**src/rtl/eid_pkg.sv**
```systemverilog
package eid_pkg;

   // ------------------------------------------------------------
   // register map (byte addresses)
   // ------------------------------------------------------------
   localparam logic [7:0] EID_ADDR_SRC = 8'h00;
   localparam logic [7:0] EID_ADDR_PPR = 8'h04;
   localparam logic [7:0] EID_ADDR_TYPE = 8'h08;
   localparam logic [7:0] EID_ADDR_DIV = 8'h0C;
   localparam logic [7:0] EID_ADDR_POS = 8'h10;
   localparam logic [7:0] EID_ADDR_SPEED = 8'h14;
   localparam logic [7:0] EID_ADDR_STATUS = 8'h18;
   localparam logic [7:0] EID_ADDR_GATE = 8'h1C;

   // ------------------------------------------------------------
   // widths, limits and reset values
   // ------------------------------------------------------------
   localparam int EID_PPR_W = 15;
   localparam int EID_DIV_W = 8;
   localparam int EID_POS_W = 32;
   localparam int EID_SRC_W = 3;
   localparam int EID_TYPE_W = 3;
   localparam logic [EID_PPR_W-1:0] EID_PPR_MIN = 15'h0001;
   localparam logic [EID_PPR_W-1:0] EID_PPR_MAX = 15'h4E20;
   localparam logic [EID_PPR_W-1:0] EID_PPR_RST = 15'h0258;
   localparam logic [EID_DIV_W-1:0] EID_DIV_MIN = 8'h01;
   localparam logic [EID_DIV_W-1:0] EID_DIV_RST = 8'h01;
   localparam logic [31:0] EID_GATE_RST = 32'h0003_D090;

   // ------------------------------------------------------------
   // feedback source codes
   // ------------------------------------------------------------
   typedef enum logic [EID_SRC_W-1:0] {
      EID_SRC_OFF = 3'h0,
      EID_SRC_QUAD_INDEX = 3'h1,
      EID_SRC_QUAD_INDEX_ALT = 3'h2,
      EID_SRC_RESOLVER = 3'h3,
      EID_SRC_QUAD_COMMUTATION = 3'h4,
      EID_SRC_PULSE_TERMINAL = 3'h5
   } eid_src_e;

   // ------------------------------------------------------------
   // input type codes
   // ------------------------------------------------------------
   typedef enum logic [EID_TYPE_W-1:0] {
      EID_TYPE_OFF = 3'h0,
      EID_TYPE_QUAD_A_FWD = 3'h1,
      EID_TYPE_QUAD_B_FWD = 3'h2,
      EID_TYPE_PULSE_BHI_FWD = 3'h3,
      EID_TYPE_PULSE_BLO_FWD = 3'h4
   } eid_type_e;

   // ------------------------------------------------------------
   // status bit positions
   // ------------------------------------------------------------
   localparam int EID_ST_DIR = 0;
   localparam int EID_ST_ACTIVE = 1;
   localparam int EID_ST_ERR = 2;

   // ------------------------------------------------------------
   // bus carriers
   // ------------------------------------------------------------
   typedef struct packed {
      logic cyc;
      logic stb;
      logic we;
      logic [3:0] sel;
      logic [7:0] adr;
      logic [31:0] dat;
   } eid_wb_req_s;

   typedef struct packed {
      logic a;
      logic b;
   } eid_phase_s;

endpackage : eid_pkg

```
**src/rtl/eid_decoder.sv**
```systemverilog
// Implementation choices: the register offsets and register access over Wishbone.
`timescale 1ns/10ps
`default_nettype none

// Notes on behaviour
// - type 1: A leads means forward
// - type 2: B leads means forward
// - type 3: A pulses, B high forward
// - type 4: A pulses, B low forward; 0 off
// - source codes 0 to 5 as listed
// - pulses per rev 1..20000, default 600
// - divider denominator defaults to 1
// - divided output: count over denominator 1..255
module eid_decoder
   import eid_pkg::*;
#(
   parameter int POS_W = EID_POS_W
) (
   // clock and reset
   input wire logic clk_i,
   input wire logic rst_i,
   // wishbone slave
   input wire eid_wb_req_s wb_req_i,
   output logic [31:0] wb_dat_o,
   output logic wb_ack_o,
   // feedback phases
   input wire eid_phase_s phase_i,
   // decoded outputs
   output logic step_o,
   output logic dir_fwd_o,
   output logic div_pulse_o
);

   // ------------------------------------------------------------
   // configuration registers
   // ------------------------------------------------------------
   eid_src_e src;
   eid_type_e in_type;
   logic [EID_PPR_W-1:0] ppr;
   logic [EID_DIV_W-1:0] div_den;
   logic [31:0] gate_len;
   logic cfg_err;

   logic wr_go;
   logic rd_go;
   assign wr_go = wb_req_i.cyc & wb_req_i.stb & wb_req_i.we & ~wb_ack_o;
   assign rd_go = wb_req_i.cyc & wb_req_i.stb & ~wb_req_i.we & ~wb_ack_o;

   always_ff @(posedge clk_i) begin
      if (rst_i) begin
         src <= EID_SRC_OFF;
         in_type <= EID_TYPE_OFF;
         ppr <= EID_PPR_RST;
         div_den <= EID_DIV_RST;
         gate_len <= EID_GATE_RST;
      end else if (wr_go && wb_req_i.sel[0]) begin
         case (wb_req_i.adr)
            EID_ADDR_SRC: begin
               // unknown codes are refused and keep the old source
               if (wb_req_i.dat[EID_SRC_W-1:0] <= EID_SRC_PULSE_TERMINAL) begin
                  src <= eid_src_e'(wb_req_i.dat[EID_SRC_W-1:0]);
               end
            end
            EID_ADDR_TYPE: begin
               if (wb_req_i.dat[EID_TYPE_W-1:0] <= EID_TYPE_PULSE_BLO_FWD) begin
                  in_type <= eid_type_e'(wb_req_i.dat[EID_TYPE_W-1:0]);
               end
            end
            EID_ADDR_PPR: begin
               if (wb_req_i.sel[1] && wb_req_i.dat[EID_PPR_W-1:0] >= EID_PPR_MIN
                   && wb_req_i.dat[EID_PPR_W-1:0] <= EID_PPR_MAX
                   && wb_req_i.dat[15] == 1'b0) begin
                  ppr <= wb_req_i.dat[EID_PPR_W-1:0];
               end
            end
            EID_ADDR_DIV: begin
               // zero would give a divided pulse on every step, so it is refused
               if (wb_req_i.dat[EID_DIV_W-1:0] >= EID_DIV_MIN) begin
                  div_den <= wb_req_i.dat[EID_DIV_W-1:0];
               end
            end
            EID_ADDR_GATE: begin
               if (&wb_req_i.sel) begin
                  gate_len <= wb_req_i.dat;
               end
            end
            default: begin
            end
         endcase
      end
   end

   // ------------------------------------------------------------
   // phase synchroniser
   // ------------------------------------------------------------
   eid_phase_s sync1;
   eid_phase_s sync2;
   eid_phase_s prev;

   always_ff @(posedge clk_i) begin
      if (rst_i) begin
         sync1 <= '0;
         sync2 <= '0;
         prev <= '0;
      end else begin
         sync1 <= phase_i;
         sync2 <= sync1;
         prev <= sync2;
      end
   end

   // ------------------------------------------------------------
   // direction and step decode
   // ------------------------------------------------------------
   logic next_step;
   logic next_fwd;
   logic next_err;
   logic quad_a_lead;
   logic a_edge;
   logic b_edge;
   logic [1:0] settle;

   // the synchroniser starts at zero, so a pin that idles high would
   // look like an edge right after reset; decoding waits until the
   // pipeline has filled with real pin levels
   always_ff @(posedge clk_i) begin
      if (rst_i) begin
         settle <= '0;
      end else if (!(&settle)) begin
         settle <= settle + 2'b01;
      end
   end

   assign a_edge = sync2.a ^ prev.a;
   assign b_edge = sync2.b ^ prev.b;
   // A leads when the new A level differs from the old B level
   assign quad_a_lead = sync2.a ^ prev.b;

   always_comb begin
      next_step = 1'b0;
      next_fwd = dir_fwd_o;
      next_err = 1'b0;
      if (src != EID_SRC_OFF && (&settle)) begin
         case (in_type)
            EID_TYPE_QUAD_A_FWD, EID_TYPE_QUAD_B_FWD: begin
               if (a_edge && b_edge) begin
                  // both moved in one sample: order unknown, count nothing
                  next_err = 1'b1;
               end else if (a_edge || b_edge) begin
                  next_step = 1'b1;
                  if (in_type == EID_TYPE_QUAD_A_FWD) begin
                     next_fwd = (a_edge & (sync2.a != sync2.b))
                                | (b_edge & (sync2.a == sync2.b));
                  end else begin
                     next_fwd = (b_edge & (sync2.a != sync2.b))
                                | (a_edge & (sync2.a == sync2.b));
                  end
               end
            end
            EID_TYPE_PULSE_BHI_FWD: begin
               if (sync2.a && !prev.a) begin
                  next_step = 1'b1;
                  next_fwd = sync2.b;
               end
            end
            EID_TYPE_PULSE_BLO_FWD: begin
               if (sync2.a && !prev.a) begin
                  next_step = 1'b1;
                  next_fwd = ~sync2.b;
               end
            end
            default: begin
            end
         endcase
      end
   end

   always_ff @(posedge clk_i) begin
      if (rst_i) begin
         step_o <= 1'b0;
         dir_fwd_o <= 1'b1;
      end else begin
         step_o <= next_step;
         dir_fwd_o <= next_fwd;
      end
   end

   // ------------------------------------------------------------
   // position counter and error flag
   // ------------------------------------------------------------
   logic [POS_W-1:0] pos;

   always_ff @(posedge clk_i) begin
      if (rst_i) begin
         pos <= '0;
      end else if (next_step) begin
         pos <= next_fwd ? pos + 1'b1 : pos - 1'b1;
      end
   end

   // sticky; a new error in the clearing cycle wins
   always_ff @(posedge clk_i) begin
      if (rst_i) begin
         cfg_err <= 1'b0;
      end else if (next_err) begin
         cfg_err <= 1'b1;
      end else if (wr_go && wb_req_i.adr == EID_ADDR_STATUS && wb_req_i.dat[EID_ST_ERR]) begin
         cfg_err <= 1'b0;
      end
   end

   // ------------------------------------------------------------
   // speed: steps per gate, scaled by pulses per rev in software
   // ------------------------------------------------------------
   logic [31:0] gate_cnt;
   logic [31:0] step_acc;
   logic [31:0] speed;

   always_ff @(posedge clk_i) begin
      if (rst_i) begin
         gate_cnt <= '0;
         step_acc <= '0;
         speed <= '0;
      end else if (gate_cnt >= gate_len) begin
         gate_cnt <= '0;
         step_acc <= '0;
         speed <= step_acc;
      end else begin
         gate_cnt <= gate_cnt + 32'h0000_0001;
         step_acc <= step_acc + {31'h0000_0000, next_step};
      end
   end

   // ------------------------------------------------------------
   // divided pulse output
   // ------------------------------------------------------------
   logic [EID_DIV_W-1:0] div_cnt;

   always_ff @(posedge clk_i) begin
      if (rst_i) begin
         div_cnt <= '0;
         div_pulse_o <= 1'b0;
      end else begin
         div_pulse_o <= 1'b0;
         if (next_step) begin
            if (div_cnt + 1'b1 >= div_den) begin
               div_cnt <= '0;
               div_pulse_o <= 1'b1;
            end else begin
               div_cnt <= div_cnt + 1'b1;
            end
         end
      end
   end

   // ------------------------------------------------------------
   // read path
   // ------------------------------------------------------------
   logic [31:0] next_rd;

   always_comb begin
      next_rd = '0;
      case (wb_req_i.adr)
         EID_ADDR_SRC: next_rd = {29'h0000_0000, src};
         EID_ADDR_PPR: next_rd = {17'h0_0000, ppr};
         EID_ADDR_TYPE: next_rd = {29'h0000_0000, in_type};
         EID_ADDR_DIV: next_rd = {24'h00_0000, div_den};
         EID_ADDR_POS: next_rd = 32'(pos);
         EID_ADDR_SPEED: next_rd = speed;
         EID_ADDR_STATUS: begin
            next_rd[EID_ST_DIR] = dir_fwd_o;
            next_rd[EID_ST_ACTIVE] = (src != EID_SRC_OFF) && (in_type != EID_TYPE_OFF);
            next_rd[EID_ST_ERR] = cfg_err;
         end
         EID_ADDR_GATE: next_rd = gate_len;
         default: next_rd = '0;
      endcase
   end

   // one wait state; unmapped reads answer zero
   always_ff @(posedge clk_i) begin
      if (rst_i) begin
         wb_ack_o <= 1'b0;
         wb_dat_o <= '0;
      end else begin
         wb_ack_o <= wb_req_i.cyc & wb_req_i.stb & ~wb_ack_o;
         wb_dat_o <= rd_go ? next_rd : '0;
      end
   end

endmodule : eid_decoder

`default_nettype wire

```
**config.mk**
```make
export PLATFORM = sky130hd
export DESIGN_NAME = eid_decoder
export DESIGN_NICKNAME = d
export VERILOG_FILES = /design/src/rtl/eid_pkg.sv /design/src/rtl/eid_decoder.sv
export SDC_FILE = /design/constraint.sdc
export NUM_CORES = 1
export LEC_CHECK = 0
export ABC_AREA = 0
export BUFFER_PORTS_ARGS = -buffer_cell sky130_fd_sc_hd__buf_4
export CAP_MARGIN = 30
export CORE_ASPECT_RATIO = 0.5
export CORE_UTILIZATION = 35
export CTS_BUF_LIST = sky130_fd_sc_hd__clkbuf_16
export CTS_CLUSTER_SIZE = 30
export DETAILED_ROUTE_END_ITERATION = 10
export SLEW_MARGIN = 0
export SYNTH_ARGS = -nofsm -noshare
export SYNTH_HDL_FRONTEND = slang
export SYNTH_SLANG_ARGS = --single-unit
export TNS_END_PERCENT = 1
```
**constraint.sdc**
```tcl
create_clock -name clk_i -period 18.1 [get_ports clk_i]
set_clock_uncertainty 0.05 [all_clocks]
set_input_delay 1.81 -clock clk_i [delete_from_list [all_inputs] [get_ports clk_i]]
set_output_delay 1.81 -clock clk_i [all_outputs]
set_load 0.02 [all_outputs]
```
==> results list <==
* Row cnt: 47
* Clock latency of the later-clocked register in the worst-skew pair: 0.53 ns
- After synthesis the netlist holds a flip-flop and latch count of 242.
- Summing every instance area after synthesis gives 12200 sq um.
* Library cells used by synthesis: 84
- Wire length of the first global-routing pass: 53600 microns
- All-Layer GR Usage: 0.187
- Routability congestion estimate from global placement: 0.851
* Antenna cell count: 0
- The number of gates resized after CTS was 0.
- CTS tree: built
* Proportion of synthesized flip-flops having asynchronous set or reset: 0
- The worst hold path belongs to the class flop to flop.
* CTS hold repair buffers: 0
- For this design the static power due to leakage is 0.00529 uW.
- The initial antenna violation count was 0.
* Core outline area: 33700 sq um
- Counting the buffers created by CTS gives 25.
* Post-synth EDFFs: 0
* Setup repair after global routing missed its margin: no
- Via count of the first global-routing pass: 9998
* Status: completed
- Slew @ Worst Pin: 0.993 ns
- For this run, the post-layout net count is 1652.
- Setup crit start kind: flop
- After synthesis, the most frequently instantiated cells are 242 x dfxtp_1, 172 x nor2_1, 168 x nand2_1.
- Portion of the post-synthesis area used by sequential elements: 0.397
* Number of port buffers: 86
- Cell taking the most area after synthesis: dfxtp_1
- Number of post-CTS setup repair buffers: 0
- Share of layout cells above drive strength 1: 0.109
- Sinks on the clock net: 242
- Area growth from synthesis to layout: 15.6%
- Synthesized instance count: 1464
* Dominant cell by count in the synthesized netlist: dfxtp_1
- Setup violations remaining at the end of the flow were counted as 0.
- Timing would allow up to 209 MHz.
* Clock-pin slew reported for the worst setup and hold paths after clock tree synthesis: 0.06 ns
- Primary FF master, synth: dfxtp_1
- Adding up every negative setup slack in the final design gives 0 ns.
- The routed design could run at a clock period as short as 4.78 ns.
- Of the post-synthesis cell area, the dominant cell type holds 0.397.
* H-tree levels: 1
- For this run, the number of Yosys warnings is 0.
* Power per unit of standard cell area: 75.7 nW/um^2
- Synthesized area per cell: 8.33 sq um
- Sum of routed wire length over all layers: 33700 microns
- The worst setup path is of the flop to flop kind.
- Counting along the longest clock path gives a buffer depth of 3.
- After synthesis, the cell types taking the most area are dfxtp_1 40%, ha_1 8.0%, nor2_1 5.3%.
- In the finished design, the share of the clock period the worst path needs comes to 0.264.
- The die is 134 microns tall.
* Number of nets in the synthesized netlist: 1594
- I/O pins: 87
- Largest net degree at the start of global routing: 72
* Chip Width: 266 microns
- Final routed wire length divided by cell count: 16.8 microns
- Worst-path maximum fanout: 34
* Die ar.: 35600 sq um
- The wire-length estimate of the detail-placed layout is 24300 microns.
- After global routing the overflow that remains totals 0.
- The hold violation count in the final report is 0.
- The pre-antenna-repair detailed-routing pass consisted of 8 iterations.
- Signal arrival time at the worst endpoint: 5.15 ns
* Remaining DRCs: 0
- Headroom to the max-slew limit came out at 0.336.
- Total number of vias: 10553
- Number of design-rule violations left by the first detailed-router iteration: 709
* Ratio of routed vias to standard cells: 5.27
* Critical Path RT: 18.47 ns
* Root Buffer Master: clkbuf_16
* Starting density of the core: 0.362
- Worst IR drop on VDD: 0.0603 mV
- Antenna Nets Post-Route: 0
- Max-cap violations: 0
- STA classifies the critical path endpoint as a flop.
- Post-layout power: 1070 uW
- The final count of pins violating max slew is 0.
state kept, by name, indices dropped and copies added (netlist names), 2 cells and up:
name      cells
in_type       3
div_den       8
wb_dat_o     32
ppr          15
sync2         2
gate_cnt     32
speed        32
sync1         2
settle        2
div_cnt       8
src           3
prev          2
gate_len     32
step_acc     32
pos          32
worst max-delay path: stages (launching register included):
cell,delay (ns)
dfxtp_1,0.33
ha_1,0.31
inv_1,0.05
ha_1,0.22
nor3_1,0.14
o21ai_0,0.09
a21oi_1,0.14
o21ai_0,0.15
a221oi_4,0.33
buf_4,0.42
ha_1,0.40
a21oi_1,0.34
o21ai_0,0.15
a221oi_1,0.37
a21oi_1,0.18
o211ai_1,0.38
a21oi_1,0.15
o21a_1,0.20
o41ai_1,0.26
layout by cell type (no fill, tap or decap), drive strengths merged, types with 8 or more instances in the layout:
cell | netlist | final
clkinv | 1 | 11
buf | 10 | 102
nand3 | 72 | 72
xnor2 | 40 | 40
nand2 | 168 | 168
clkbuf | 60 | 25
inv | 64 | 68
a21oi | 124 | 124
a22oi | 26 | 26
o211ai | 16 | 16
a21o | 19 | 19
ha | 78 | 78
nor2 | 173 | 173
nor2b | 17 | 17
o21ai | 74 | 74
a22o | 9 | 9
nand4 | 17 | 17
a222oi | 22 | 22
mux2i | 27 | 27
and3 | 15 | 15
and2 | 8 | 8
xor2 | 52 | 52
nor3 | 25 | 25
dfxtp | 242 | 242
and4 | 8 | 8
cells by family (layout without fill, tap and decap cells):
| family | after synthesis | in the layout | synth area share |
|---|---|---|---|
| buffers and inverters | 136 | 211 | 0.0445 |
| AND/OR/NAND/NOR | 537 | 537 | 0.202 |
| AO/OA/AOI/OAI | 349 | 349 | 0.185 |
| flip-flops | 242 | 242 | 0.397 |
| multiplexers | 29 | 29 | 0.0240 |
| adder cells (fa/ha/maj) | 79 | 79 | 0.0817 |
| XOR/XNOR | 92 | 92 | 0.0661 |
stage by stage:
step | hold slack (ns) | setup slack, ns | util | cell area (sq um) | cells
after CTS | 0.401 | 13.31 | 0.418 | 14100 | 2004
after floorplan | 0.364 | 11.98 | - | 12200 | 1464
after global routing | 0.425 | 12.91 | 0.418 | 14100 | 2004
final | 0.400 | 13.32 | 0.418 | 14100 | 2004
after detailed placement | 0.380 | 13.36 | 0.396 | 13300 | 1960
after global placement | 0.382 | 13.44 | 0.395 | 13300 | 1958
layout make-up:
class	count	area, sq um
Timing Repair Buffer	102	781
Inverter	65	244
Tap cell	465	582
Clock buffer	25	626
Multi-Input combinational cell	1086	6880
Fill cell	3406	19600
Sequential cell	242	4840
Clock inverter	19	145
per-layer routing:
| metal | share of wire | GRT usage | wire length [microns] |
|---|---|---|---|
| met4 | 0.030 | 0.0610 | 996 |
| met5 | 0 | 0 | 0 |
| met2 | 0.47 | 0.313 | 15700 |
| met3 | 0.042 | 0.0264 | 1420 |
| met1 | 0.46 | 0.247 | 15600 |
report_power, final:
group | switching (uW) | internal [uW] | leakage (uW)
clock network | 218 | 279 | 0.000386
registers | 1.51 | 535 | 0.00195
logic | 20.7 | 13.2 | 0.00295
worst paths after layout:
check / startpoint / endpoint / slack (ns) / cells after the start
worst max register to register: sync2[1] / pos[30] / 13.32 / 18
worst min-delay path: sync1[1] / sync2[1] / 0.40 / 1
worst max-delay path: sync2[1] / pos[30] / 13.32 / 18
worst min register to register: sync1[1] / sync2[1] / 0.40 / 1
No activity file was read; power rests on OpenSTA's default activity.
